===== config.mk =====
export PLATFORM = sky130hd
export DESIGN_NAME = adc_serial_result_sequencer
export DESIGN_NICKNAME = d
export VERILOG_FILES = /design/src/verilog/asr_pkg.sv /design/src/verilog/asr_pins_if.sv /design/src/verilog/asr_pin_sync.sv /design/src/verilog/adc_serial_result_sequencer.sv
export VERILOG_INCLUDE_DIRS = /design/src /design/src/verilog
export SDC_FILE = /design/constraint.sdc
export NUM_CORES = 1
export LEC_CHECK = 0
export ABC_AREA = 1
export BUFFER_PORTS_ARGS = -buffer_cell sky130_fd_sc_hd__buf_4
export CAP_MARGIN = 20
export CORE_UTILIZATION = 58
export DETAILED_ROUTE_END_ITERATION = 8
export GPL_TIMING_DRIVEN = 0
export HOLD_SLACK_MARGIN = 0.12
export PLACE_DENSITY = 0.81
export SYNTH_ARGS = -nofsm -noshare
export SYNTH_HDL_FRONTEND = slang
export SYNTH_SLANG_ARGS = --single-unit

===== constraint.sdc =====
create_clock -name sys_clk -period 5.5 [get_ports sys_clk]
set_clock_uncertainty 0.05 [all_clocks]
set_input_delay 0.825 -clock sys_clk [delete_from_list [all_inputs] [get_ports sys_clk]]
set_output_delay 0.825 -clock sys_clk [all_outputs]
set_load 0.005 [all_outputs]

===== src/verilog/asr_defs.svh =====
`ifndef ASR_DEFS_SVH
`define ASR_DEFS_SVH

// ************************************************************
// Clock
// ************************************************************
`define ASR_CLK_PERIOD_NS 10

// ************************************************************
// Timing figures and derived cycle counts
// ************************************************************
`define ASR_POR_TIME_US 500
`define ASR_POR_CYCLES ((`ASR_POR_TIME_US * 1000 + `ASR_CLK_PERIOD_NS - 1) / `ASR_CLK_PERIOD_NS)
`define ASR_CONV_TIME_MS 147
`define ASR_CONV_CYCLES ((`ASR_CONV_TIME_MS * 1000000 + `ASR_CLK_PERIOD_NS - 1) / `ASR_CLK_PERIOD_NS)
`define ASR_DET_WINDOW_US 400
`define ASR_DET_CYCLES ((`ASR_DET_WINDOW_US * 1000 + `ASR_CLK_PERIOD_NS - 1) / `ASR_CLK_PERIOD_NS)
`define ASR_INT_OSC_PERIOD_NS 7148
`define ASR_OSC_CYCLES ((`ASR_INT_OSC_PERIOD_NS + `ASR_CLK_PERIOD_NS - 1) / `ASR_CLK_PERIOD_NS)
`define ASR_EXT_CONV_PERIODS 20510
`define ASR_SCK_DIV 8

// ************************************************************
// Counter widths
// ************************************************************
`define ASR_POR_CNT_W 16
`define ASR_CONV_CNT_W 24
`define ASR_DET_CNT_W 16
`define ASR_OSC_CNT_W 10
`define ASR_HALF_CNT_W 2
`define ASR_BIT_CNT_W 5

// ************************************************************
// Output word layout
// ************************************************************
`define ASR_WORD_BITS 32
`define ASR_CODE_BITS 30
`define ASR_PENDING_BIT 31
`define ASR_FILLER_BIT 30
`define ASR_SIGN_BIT 29
`define ASR_MSB_BIT 28
`define ASR_LSB_BIT 5
`define ASR_LAST_BIT_IDX 5'h1F
`define ASR_FILLER_VAL 1'h0

// ************************************************************
// Code clamps, in sub-LSB units, two's complement
// ************************************************************
`define ASR_CODE_OVER 30'h10000000
`define ASR_CODE_NEG_FS 30'h30000000
`define ASR_CODE_UNDER 30'h2FFFFFFF

`endif


===== src/verilog/asr_pkg.sv =====
`include "asr_defs.svh"

package asr_pkg;

	typedef enum logic [3:0] {
		ST_POR = 4'h1,
		ST_CONVERT = 4'h2,
		ST_SLEEP = 4'h4,
		ST_OUTPUT = 4'h8
	} asr_state_e_t;

	typedef struct packed {
		asr_state_e_t state;
		logic [`ASR_POR_CNT_W-1:0] por_cnt;
		logic [`ASR_CONV_CNT_W-1:0] conv_cnt;
		logic [`ASR_DET_CNT_W-1:0] det_cnt;
		logic ext_present;
		logic [`ASR_OSC_CNT_W-1:0] osc_cnt;
		logic [`ASR_HALF_CNT_W-1:0] half_cnt;
		logic sck_gen;
		logic sck_ext;
		logic cs_q;
		logic sck_q;
		logic ccp_q;
		logic [`ASR_BIT_CNT_W-1:0] bit_cnt;
		logic [`ASR_WORD_BITS-1:0] shreg;
		logic sdo;
		logic sdo_oe;
		logic sck_oe;
	} asr_core_t;

	typedef struct packed {
		logic [2:0] stage1;
		logic [2:0] stage2;
	} asr_sync_t;

endpackage


===== src/verilog/asr_pins_if.sv =====
`timescale 1ns/100ps

interface asr_pins_if;
	logic cs_n;
	logic sck;
	logic ccp;
	logic cs_n_s;
	logic sck_s;
	logic ccp_s;
	modport sync (input cs_n, input sck, input ccp,
		output cs_n_s, output sck_s, output ccp_s);
	modport core (output cs_n, output sck, output ccp,
		input cs_n_s, input sck_s, input ccp_s);
endinterface


===== src/verilog/asr_pin_sync.sv =====
`timescale 1ns/100ps

module asr_pin_sync (
	// Clock and reset
	input wire logic sys_clk,
	input wire logic rst,
	// Pin levels, raw and synchronised
	asr_pins_if.sync pins
);

	asr_pkg::asr_sync_t r;
	asr_pkg::asr_sync_t n;

	// Stage one feeds stage two only; nothing else looks at it.
	always_comb begin
		n = r;
		n.stage1 = {pins.ccp, pins.sck, pins.cs_n};
		n.stage2 = r.stage1;
	end

	// Chip select idles high so the core sees a deselected device in reset.
	always_ff @(posedge sys_clk or posedge rst) begin
		if (rst) begin
			r <= {3'h1, 3'h1};
		end else begin
			r <= n;
		end
	end

	assign pins.cs_n_s = r.stage2[0];
	assign pins.sck_s = r.stage2[1];
	assign pins.ccp_s = r.stage2[2];

endmodule


===== src/verilog/adc_serial_result_sequencer.sv =====
`timescale 1ns/100ps
`include "asr_defs.svh"

module adc_serial_result_sequencer #(
	parameter int POR_CYCLES = `ASR_POR_CYCLES,
	parameter int CONV_CYCLES = `ASR_CONV_CYCLES,
	parameter int DET_CYCLES = `ASR_DET_CYCLES,
	parameter int OSC_CYCLES = `ASR_OSC_CYCLES,
	parameter int EXT_CONV_PERIODS = `ASR_EXT_CONV_PERIODS
) (
	// Clock and reset
	input wire logic sys_clk,
	input wire logic rst,
	// Serial interface pins
	input wire logic cs_n,
	input wire logic sck_in,
	output logic sck_out,
	output logic sck_oe,
	output logic sdo_out,
	output logic sdo_oe,
	// Conversion clock pin
	input wire logic conversion_clock_pin,
	// Result from the digital filter, sub-LSB units
	input wire logic [`ASR_CODE_BITS-1:0] conv_code,
	// Status
	output logic conv_running,
	output logic conv_sleeping,
	output logic data_outputting,
	output logic ext_clock_present,
	output logic sck_external
);

	// ************************************************************
	// Elaboration checks
	// ************************************************************
	generate
		if (POR_CYCLES < 1 || POR_CYCLES > (1 << `ASR_POR_CNT_W)) begin : g_chk_por
			$error("POR_CYCLES out of range");
		end
		if (CONV_CYCLES < 1 || CONV_CYCLES > (1 << `ASR_CONV_CNT_W)) begin : g_chk_conv
			$error("CONV_CYCLES out of range");
		end
		if (DET_CYCLES < 2 || DET_CYCLES > (1 << `ASR_DET_CNT_W)) begin : g_chk_det
			$error("DET_CYCLES out of range");
		end
		if (OSC_CYCLES < 1 || OSC_CYCLES > (1 << `ASR_OSC_CNT_W)) begin : g_chk_osc
			$error("OSC_CYCLES out of range");
		end
		if (EXT_CONV_PERIODS < 1
			|| EXT_CONV_PERIODS > (1 << `ASR_CONV_CNT_W)) begin : g_chk_ext
			$error("EXT_CONV_PERIODS out of range");
		end
	endgenerate

	localparam logic [`ASR_POR_CNT_W-1:0] POR_LAST =
		`ASR_POR_CNT_W'(POR_CYCLES - 1);
	localparam logic [`ASR_CONV_CNT_W-1:0] CONV_LAST =
		`ASR_CONV_CNT_W'(CONV_CYCLES - 1);
	localparam logic [`ASR_CONV_CNT_W-1:0] EXT_LAST =
		`ASR_CONV_CNT_W'(EXT_CONV_PERIODS - 1);
	localparam logic [`ASR_DET_CNT_W-1:0] DET_LAST =
		`ASR_DET_CNT_W'(DET_CYCLES - 1);
	localparam logic [`ASR_OSC_CNT_W-1:0] OSC_LAST =
		`ASR_OSC_CNT_W'(OSC_CYCLES - 1);
	localparam logic [`ASR_HALF_CNT_W-1:0] HALF_LAST =
		`ASR_HALF_CNT_W'(`ASR_SCK_DIV / 2 - 1);

	// ************************************************************
	// Pin synchronisers
	// ************************************************************
	asr_pins_if pins ();

	assign pins.cs_n = cs_n;
	assign pins.sck = sck_in;
	assign pins.ccp = conversion_clock_pin;

	asr_pin_sync u_sync (
		.sys_clk(sys_clk),
		.rst(rst),
		.pins(pins.sync)
	);

	// ************************************************************
	// Result formatting
	// ************************************************************
	// The clamp is applied on the full code so that sub-LSBs follow it too.
	function automatic logic [`ASR_WORD_BITS-1:0] format_word(
		input logic [`ASR_CODE_BITS-1:0] code);
		logic [`ASR_CODE_BITS-1:0] c;
		c = code;
		if ($signed(code) >= $signed(`ASR_CODE_OVER)) begin
			c = `ASR_CODE_OVER;
		end else if ($signed(code) < $signed(`ASR_CODE_NEG_FS)) begin
			c = `ASR_CODE_UNDER;
		end
		// Inverting the top code bit gives a sign flag that is set
		// for non-negative values and leaves range in sign and MSB.
		format_word = {1'h0, `ASR_FILLER_VAL, ~c[`ASR_SIGN_BIT],
			c[`ASR_MSB_BIT:0]};
	endfunction

	// ************************************************************
	// State
	// ************************************************************
	asr_pkg::asr_core_t r;
	asr_pkg::asr_core_t n;

	logic cs_low;
	logic cs_fall;
	logic cs_rise;
	logic ext_edge;
	logic int_tick;
	logic conv_tick;
	logic gen_run;
	logic half_done;
	logic int_rise;
	logic int_fall;
	logic ext_rise;
	logic ext_fall;
	logic sck_rise;
	logic sck_fall;
	logic conv_done;

	always_comb begin
		n = r;
		n.cs_q = pins.cs_n_s;
		n.sck_q = pins.sck_s;
		n.ccp_q = pins.ccp_s;
		cs_low = ~pins.cs_n_s;
		cs_fall = r.cs_q & ~pins.cs_n_s;
		cs_rise = ~r.cs_q & pins.cs_n_s;

		// ****************************************************
		// Conversion clock source
		// ****************************************************
		ext_edge = ~r.ccp_q & pins.ccp_s;
		if (ext_edge) begin
			n.det_cnt = '0;
			n.ext_present = 1'h1;
		end else if (r.det_cnt == DET_LAST) begin
			n.ext_present = 1'h0;
		end else begin
			n.det_cnt = r.det_cnt + 1'h1;
		end

		// The internal oscillator is held stopped while an external
		// clock is seen, so only one source ever ticks.
		int_tick = ~r.ext_present && (r.osc_cnt == OSC_LAST);
		if (r.ext_present || int_tick) begin
			n.osc_cnt = '0;
		end else begin
			n.osc_cnt = r.osc_cnt + 1'h1;
		end
		conv_tick = r.ext_present ? ext_edge : int_tick;

		// ****************************************************
		// Serial clock mode and internal serial clock
		// ****************************************************
		if (cs_fall) begin
			n.sck_ext = ~pins.sck_s;
		end

		gen_run = ~r.sck_ext && cs_low && !cs_fall
			&& (r.state == asr_pkg::ST_SLEEP
			|| r.state == asr_pkg::ST_OUTPUT);
		half_done = conv_tick && (r.half_cnt == HALF_LAST);
		if (!gen_run) begin
			n.half_cnt = '0;
			n.sck_gen = 1'h1;
		end else if (conv_tick) begin
			if (half_done) begin
				n.half_cnt = '0;
				n.sck_gen = ~r.sck_gen;
			end else begin
				n.half_cnt = r.half_cnt + 1'h1;
			end
		end
		int_rise = gen_run && half_done && !r.sck_gen;
		int_fall = gen_run && half_done && r.sck_gen;
		ext_rise = ~r.sck_q & pins.sck_s;
		ext_fall = r.sck_q & ~pins.sck_s;
		// Edges while deselected never reach the shift register.
		sck_rise = cs_low && (r.sck_ext ? ext_rise : int_rise);
		sck_fall = cs_low && (r.sck_ext ? ext_fall : int_fall);

		// ****************************************************
		// Conversion cycle
		// ****************************************************
		// A source switch mid-conversion only mixes the two counts,
		// which is why the end test is a bound rather than equality.
		if (r.ext_present) begin
			conv_done = ext_edge && (r.conv_cnt >= EXT_LAST);
		end else begin
			conv_done = (r.conv_cnt >= CONV_LAST);
		end

		case (r.state)
			asr_pkg::ST_POR: begin
				n.por_cnt = r.por_cnt + 1'h1;
				if (r.por_cnt == POR_LAST) begin
					n.state = asr_pkg::ST_CONVERT;
					n.conv_cnt = '0;
					n.sck_ext = ~pins.sck_s;
				end
			end
			asr_pkg::ST_CONVERT: begin
				if (conv_done) begin
					n.state = asr_pkg::ST_SLEEP;
					n.shreg = format_word(conv_code);
				end else if (!r.ext_present || ext_edge) begin
					n.conv_cnt = r.conv_cnt + 1'h1;
				end
			end
			asr_pkg::ST_SLEEP: begin
				// The result sits untouched until the first serial clock rise, from host or device.
				if (sck_rise) begin
					n.state = asr_pkg::ST_OUTPUT;
					n.bit_cnt = '0;
				end
			end
			asr_pkg::ST_OUTPUT: begin
				if (cs_rise) begin
					n.state = asr_pkg::ST_CONVERT;
					n.conv_cnt = '0;
				end else if (sck_fall) begin
					if (r.bit_cnt == `ASR_LAST_BIT_IDX) begin
						n.state = asr_pkg::ST_CONVERT;
						n.conv_cnt = '0;
					end else begin
						n.shreg = {r.shreg[`ASR_WORD_BITS-2:0], 1'h0};
						n.bit_cnt = r.bit_cnt + 1'h1;
					end
				end
			end
			default: begin
				n.state = asr_pkg::ST_POR;
				n.por_cnt = '0;
			end
		endcase

		// ****************************************************
		// Pin drivers
		// ****************************************************
		if (n.state == asr_pkg::ST_OUTPUT) begin
			n.sdo = n.shreg[`ASR_PENDING_BIT];
		end else begin
			// Pending flag: high while converting, low once asleep.
			n.sdo = (n.state != asr_pkg::ST_SLEEP);
		end
		n.sdo_oe = cs_low;
		n.sck_oe = cs_low && !cs_fall && ~n.sck_ext;
	end

	always_ff @(posedge sys_clk or posedge rst) begin
		if (rst) begin
			r <= '{state: asr_pkg::ST_POR, por_cnt: '0, conv_cnt: '0,
				det_cnt: '0, ext_present: 1'h0, osc_cnt: '0,
				half_cnt: '0, sck_gen: 1'h1, sck_ext: 1'h0,
				cs_q: 1'h1, sck_q: 1'h0, ccp_q: 1'h0, bit_cnt: '0,
				shreg: '0, sdo: 1'h1, sdo_oe: 1'h0, sck_oe: 1'h0};
		end else begin
			r <= n;
		end
	end

	// ************************************************************
	// Outputs
	// ************************************************************
	assign sdo_out = r.sdo;
	assign sdo_oe = r.sdo_oe;
	assign sck_out = r.sck_gen;
	assign sck_oe = r.sck_oe;
	assign conv_running = (r.state == asr_pkg::ST_CONVERT);
	assign conv_sleeping = (r.state == asr_pkg::ST_SLEEP);
	assign data_outputting = (r.state == asr_pkg::ST_OUTPUT);
	assign ext_clock_present = r.ext_present;
	assign sck_external = r.sck_ext;

endmodule


==> run summary, run 1 <==
status -> complete, no violations
Mapped Cells -> 917
# H-tree levels -> 4
Avg Cell Area, Syn -> 7.56 µm²
vias -> 6079
TritonCTS Buffers -> 17
Die W -> 111 µm
startpoint types -> flop
RD Place Congestion -> 0.936
CTS root buf -> clkbuf_16
unique cell type count in the Yosys netlist -> 44
CTS Hold Buffers Added -> 0
routed len/inst -> 13.0 µm
DR iter-0 viols -> 339
initial antenna violation count -> 0
final layout net count -> 1025
CTS Buffer Depth -> 2
Worst Tran Pin Value -> 0.578 ns
final core utilization -> 0.706
dpl cell area -> 7470 µm²
Crit Path Class -> flop to primary output
first-pass GRT wire length -> 25600 µm
Synth Warn # -> 0
share of cells above drive strength 1 -> 0.150
cell area after synthesis -> 6930 µm²
post-DP HPWL -> 10400 µm
worst hold margin -> 0.305 ns
Fmax -> 369 MHz
GRT Util Overall -> 0.258
I/O pin cnt -> 44
DRC violations left -> 0
Leakage -> 3.85 nW
setup repair bufs after CTS -> 0
area delta synth->final -> 17.3%
critical path arrival -> 1.84 ns
Final period util -> 0.493
antenna cells -> 0
Yosys reg bits -> 124
final wirelength -> 14800 µm
post-CTS resize count -> 0
most frequent cells in the layout -> nand2_1, dfrtp_1, nor2_1
number of placement rows -> 39
Hold Path Class -> flop to flop
Peak VDD IR -> 0.218 mV
Final Setup Violations -> 0
Slew Viols, Final -> 0
Hold Fails Final Rpt -> 0
syn_nets -> 962
RSZ-0062 raised after global routing -> no
clk sinks -> 124
Critical Path End Type -> primary output
# Max-Cap Violations -> 0
post-synthesis sequential area ratio -> 0.449
design area -> 8130 µm²
vias in the first global route -> 5739
CTS tree -> done
most common cell after layout, fill and taps aside -> nand2_1
crit-path max FO -> 10
Rel. slew slack -> 0.611
GR Overflow Total -> 0
Core ar. -> 11500 µm²
first drt pass iteration count -> 6
Die Ht -> 111 µm
fill count -> 895
Initial Util -> 0.602
Clock Pin Slew Worst Setup and Hold Paths -> 0.06 ns
die area -> 12400 µm²
clk_lat worst skew -> 0.43 ns
number of port buffers -> 43
largest net degree at the start of global routing -> 89
Power Dens Cells -> 283 nW/µm²
average vias per placed instance -> 5.35
worst path required time -> 4.62 ns
worst setup margin -> 2.79 ns
antenna-violating nets left -> 0
minimum clock period -> 2.71 ns
Place WS -> 3.03 ns
[final cells by class]
| type | count | area (µm²) | area share |
|---|---|---|---|
| timing repair buffer | 44 | 350 | 0.0431 |
| clock buffer | 20 | 457 | 0.0562 |
| tap | 143 | 179 | 0.0220 |
| inverter | 93 | 354 | 0.0435 |
| sequential | 124 | 3110 | 0.383 |
| multi-input combinational | 675 | 3340 | 0.411 |
| buffer | 25 | 133 | 0.0163 |
| clock inverter | 12 | 209 | 0.0257 |
[path summary, 6_finish.rpt]
check                      cells past startpoint                     endpoint             startpoint  slack, ns
setup / recovery                               5              data_outputting       r[115]$_DFF_PP0_       2.79
hold / removal                                 0  u_sync.pins.ccp_s$_DFF_PP0_  u_sync.n[2]$_DFF_PP0_       0.31
setup reg to reg                              14            r[81]$_DFFE_PP0P_      r[74]$_DFFE_PP0P_       2.93
hold reg to reg                                0  u_sync.pins.ccp_s$_DFF_PP0_  u_sync.n[2]$_DFF_PP0_       0.31
max in group asynchronous                      3            sdo_out$_DFF_PP1_                    rst       4.32
min in group asynchronous                      2            r[70]$_DFFE_PP0P_                    rst       0.33
[logic make-up after synthesis]
logic type      Yosys count  share of synthesized area
fa+ha+maj                10                     0.0181
simple gates            559                      0.364
compound gates           84                     0.0717
flops                   124                      0.449
xor+xnor                 22                     0.0278
buf+inv                 118                     0.0695
[synth_stat cells, drive strengths merged]
cell type	count	area, µm²
nand3	92	493
dfrtp	118	2950
o21ai	43	256
a31oi	2	12.5
and2	1	6.26
nor2b	1	6.26
nor3	24	130
o211ai	1	7.51
buf	13	87.6
xnor2	5	43.8
o21a	4	30.0
or2	2	12.5
nand4	25	163
o21bai	1	7.51
clkbuf	12	45.0
dfstp	6	158
inv	90	338
ha	10	125
clkinv	3	11.3
nand2	296	1170
xor2	17	149
a211oi	1	7.51
a21oi	31	166
nor4	11	68.8
nor2	99	420
nor3b	5	37.5
and3	1	6.26
nand3b	2	15.0
a311oi	1	8.76
[state kept, by name, indices dropped and copies added (netlist names)]
signal              cells
sck_out                 1
sck_oe                  1
sdo_out                 1
u_sync.n                3
u_sync.pins.sck_s       1
u_sync.pins.cs_n_s      1
u_sync.pins.ccp_s       1
r                     112
sck_external            1
ext_clock_present       1
sdo_oe                  1
[metrics by stage]
stage / instances / power, mW / setup TNS [ns]
2_1_floorplan: 917 / 1.02 / 0
3_3_place_gp: 1103 / 1.06 / -2.47
3_5_place_dp: 1104 / 1.06 / 0
4_1_cts: 1136 / 2.32 / 0
5_1_grt: 1136 / 2.37 / 0
6_report: 1136 / 2.30 / 0
[per-layer routing]
metal  vias to the layer above  share of wire  global-route usage
li1                       3104              -                   -
met3                        22          0.047              0.0612
met5                         -              0                   0
met4                         0          0.016              0.0928
met2                       149           0.47               0.410
met1                      2804           0.47               0.345
[critical path: stages (launching register included)]
cell and delay (ns):
dfrtp_1 0.46, nor2_4 0.18, nand3_4 0.12, inv_2 0.08
clkbuf_1 0.37, buf_4 0.19
[where the power goes]
part / switching [mW] / internal [mW]
logic: 0.0642 / 0.0411
clock network: 0.420 / 0.832
registers: 0.0145 / 0.929
Note: power is estimated with default switching activity, not from simulation.
==> run 2, diff against run 1 <==
--- a/config.mk
+++ b/config.mk
@@ -6,10 +6,10 @@
 export SDC_FILE = /design/constraint.sdc
 export NUM_CORES = 1
 export LEC_CHECK = 0
-export ABC_AREA = 1
+export ABC_AREA = 0
 export BUFFER_PORTS_ARGS = -buffer_cell sky130_fd_sc_hd__buf_4
 export CAP_MARGIN = 20
-export CORE_UTILIZATION = 58
+export CORE_UTILIZATION = 55
 export DETAILED_ROUTE_END_ITERATION = 8
 export GPL_TIMING_DRIVEN = 0
 export HOLD_SLACK_MARGIN = 0.12
==> constraint.sdc (replaced) <==
create_clock -name sys_clk -period 2.3 [get_ports sys_clk]
set_clock_uncertainty 0.05 [all_clocks]
set_input_delay 0.345 -clock sys_clk [delete_from_list [all_inputs] [get_ports sys_clk]]
set_output_delay 0.345 -clock sys_clk [all_outputs]
set_load 0.005 [all_outputs]
==> run summary, run 2 <==
TritonCTS Buffers -> 17 (unchanged)
Initial Util -> 0.574 (-0.0279)
Place WS -> -0.799 ns (-3.83 ns)
Critical Path End Type -> flop
GR Overflow Total -> 0 (unchanged)
initial antenna violation count -> 0 (unchanged)
share of cells above drive strength 1 -> 0.316 (+0.166)
first-pass GRT wire length -> 27600 µm (+7.7%)
post-DP HPWL -> 9610 µm (-7.7%)
vias -> 6125 (+0.76%)
antenna-violating nets left -> 0 (unchanged)
final layout net count -> 855 (-17%)
EDFF count, synth -> 0 (unchanged)
Crit Path Class -> flop to flop
Leakage -> 3.80 nW (-1.4%)
most common cell after layout, fill and taps aside -> dfrtp_1
delay-heaviest family, CP -> buffers and inverters
CTS tree -> done
largest net degree at the start of global routing -> 43 (-52%)
CP peak stage delay -> 0.42 ns (-0.04 ns)
# H-tree levels -> 4 (unchanged)
vias in the first global route -> 5928 (+3.3%)
number of port buffers -> 42 (-2.3%)
max FFs per register -> 112 (unchanged)
fill count -> 558 (-38%)
worst hold margin -> 0.225 ns (-0.0805 ns)
Synth top cells by count -> dfrtp_1, nand2_1, nor2_1
Final Setup Violations -> 78 (+78)
Synth top area share -> 0.468 (+0.0424)
Die W -> 109 µm (-2.0%)
Avg Cell Area, Syn -> 9.30 µm² (+23%)
Slew Viols, Final -> 0 (unchanged)
CTS Buffer Depth -> 2 (unchanged)
Rel. slew slack -> 0.282 (-0.329)
# Max-Cap Violations -> 0 (unchanged)
RD Place Congestion -> 0.838 (-10%)
cell area after synthesis -> 6300 µm² (-9.0%)
antenna cells -> 0 (unchanged)
die area -> 11900 µm² (-4.0%)
dominant cell by count in the synthesized netlist -> dfrtp_1
final wirelength -> 19400 µm (+31%)
critical path arrival -> 3.10 ns (+1.26 ns)
FFs w/ async S/R, synth -> 1.00 (unchanged)
Worst R2R Setup Slack -> -0.55 ns (-3.48 ns)
Power Dens Cells -> 640 nW/µm² (+130%)
post-synthesis sequential area ratio -> 0.493 (+0.0446)
CP max stage cell -> dfrtp_1
CTS root buf -> clkbuf_16
Synth area leaders -> dfrtp_1, a21oi_1, a221o_1, o21ai_0, nand2_1
R2R depth -> 12 (-2)
minimum clock period -> 2.85 ns
Worst Tran Pin Value -> 1.07 ns (+0.490 ns)
sequence of cells on the critical path -> clkbuf_1 > nor2_1 > nand3b_1 > nor2_1 > o211ai_1 > buf_4 > buf_4 > buf_4 > nand3b_1 > buf_4 > nand2_1 > o31ai_2
crit-path max FO -> 10 (unchanged)
status -> finished, violations left
number of placement rows -> 38 (-2.6%)
Multi-input gate area -> 3470 µm² (+4.0%)
area delta synth->final -> 39.6%
failing checks -> setup timing
crit path from -> r[115]$_DFF_PP0_
average vias per placed instance -> 6.36 (+19%)
Yosys reg bits -> 124 (unchanged)
post-synth top area cell -> dfrtp_1
most used cell, CP -> buf_4
Final TNS setup -> -23.95 ns (-23.95 ns)
DR iter-0 viols -> 520 (+53%)
CP Capture Point -> r[79]$_DFFE_PP0P_
GRT Util Overall -> 0.305 (+0.0470)
RSZ-0062 raised after global routing -> yes
syn_nets -> 723 (-25%)
cell depth of the worst setup path -> 12 (+7)
R2R Path Start -> r[115]$_DFF_PP0_
Core ar. -> 11000 µm² (-4.6%)
Clock Pin Slew Worst Setup and Hold Paths -> 0.06 ns (about the same)
reg2reg end -> r[79]$_DFFE_PP0P_
startpoint types -> flop
Fmax -> 351 MHz
crit path buf inv count -> 5 (+2)
Hold Fails Final Rpt -> 0 (unchanged)
most frequent cells in the layout -> dfrtp_1, buf_4, nand2_1
clk_lat worst skew -> 0.43 ns (about the same)
Die Ht -> 109 µm (-2.0%)
Final period util -> 1.24
DRC violations left -> 0 (unchanged)
I/O pin cnt -> 44 (unchanged)
unique cell type count in the Yosys netlist -> 53 (+20%)
Biggest register -> r
routed len/inst -> 20.1 µm (+55%)
Reg area -> 3110 µm² (+0.12%)
worst path required time -> 2.55 ns (-2.07 ns)
first drt pass iteration count -> 6 (unchanged)
clk sinks -> 124 (unchanged)
Peak VDD IR -> 0.799 mV (+270%)
total power -> 5.63 mW (+140%)
worst setup margin -> -0.549 ns (-3.34 ns)
Mapped Cells -> 678 (-26%)
Hold Path Class -> input pin to flop
main flop type after synthesis -> dfrtp_1
Synth Warn # -> 0 (unchanged)
## run 2: through the flow
| step | instance area (µm²) | util | std cells |
|---|---|---|---|
| final | 8800 | 0.801 | 963 |
| after global routing | 8800 | 0.801 | 963 |
| after CTS | 8330 | 0.759 | 945 |
| after detailed placement | 6960 | 0.634 | 863 |
| after global placement | 6890 | 0.628 | 860 |
| after floorplan | 6400 | - | 678 |
## run 2: final cells by class
| type | instances | area share |
|---|---|---|
| Inverter | 30 | 0.0141 |
| Multi-Input combinational cell | 492 | 0.395 |
| Buffer | 31 | 0.0287 |
| Tap cell | 140 | 0.0199 |
| Clock buffer | 18 | 0.0499 |
| Clock inverter | 14 | 0.0247 |
| Sequential cell | 124 | 0.354 |
| Timing Repair Buffer | 114 | 0.114 |
## run 2: report_power, final
group          total [mW]  switching (mW)  internal [mW]
clock                3.00            1.05           1.95
sequential           2.34          0.0719           2.26
combinational       0.295           0.157          0.138
## run 2: kinds of logic (layout without fill, tap and decap cells)
| group | count (synthesis) | count (layout) | synth area share |
|---|---|---|---|
| xor+xnor | 38 | 38 | 0.0528 |
| fa+ha+maj | 10 | 10 | 0.0198 |
| simple gates | 267 | 267 | 0.213 |
| buf+inv | 62 | 207 | 0.0385 |
| mux | 5 | 5 | 0.00794 |
| compound gates | 172 | 172 | 0.175 |
| flops | 124 | 124 | 0.493 |
## run 2: what timing repair did
action | in CTS | in global routing
pin swaps | 36 | 24
hold buffers | 4 | 0
buffers inserted | 44 | 19
cloned | 3 | 2
resized for setup | 91 | 79
endpoints found under the setup margin | 75 | 81
hold endpoints to repair | 21 | 0
## run 2: layer usage
metal  routed length, µm  global-route usage  up-vias
met5                   0                   0        -
met4                 932               0.164        0
met3                1190              0.0759       93
met2                9800               0.517      330
met1                7460               0.354     3000
li1                    -                   -     2702
## run 2: worst min-delay path, stage by stage
cell     delay [ns]
buf_4          0.08
a21oi_1        0.04
o31ai_2        0.20
## run 2: worst min-delay path by stage
stage                                   to  cells past startpoint             startpoint  slack [ns]
4_1_cts                   r[3]$_DFFE_PP0P_                      3           conv_code[0]        0.22
3_5_place_dp   u_sync.pins.sck_s$_DFF_PP0_                      0  u_sync.n[1]$_DFF_PP0_        0.28
3_3_place_gp   u_sync.pins.sck_s$_DFF_PP0_                      0  u_sync.n[1]$_DFF_PP0_        0.28
5_1_grt                   r[3]$_DFFE_PP0P_                      3           conv_code[0]        0.24
6_report                  r[3]$_DFFE_PP0P_                      3           conv_code[0]        0.23
2_1_floorplan  u_sync.pins.ccp_s$_DFF_PP0_                      0  u_sync.n[2]$_DFF_PP0_        0.28
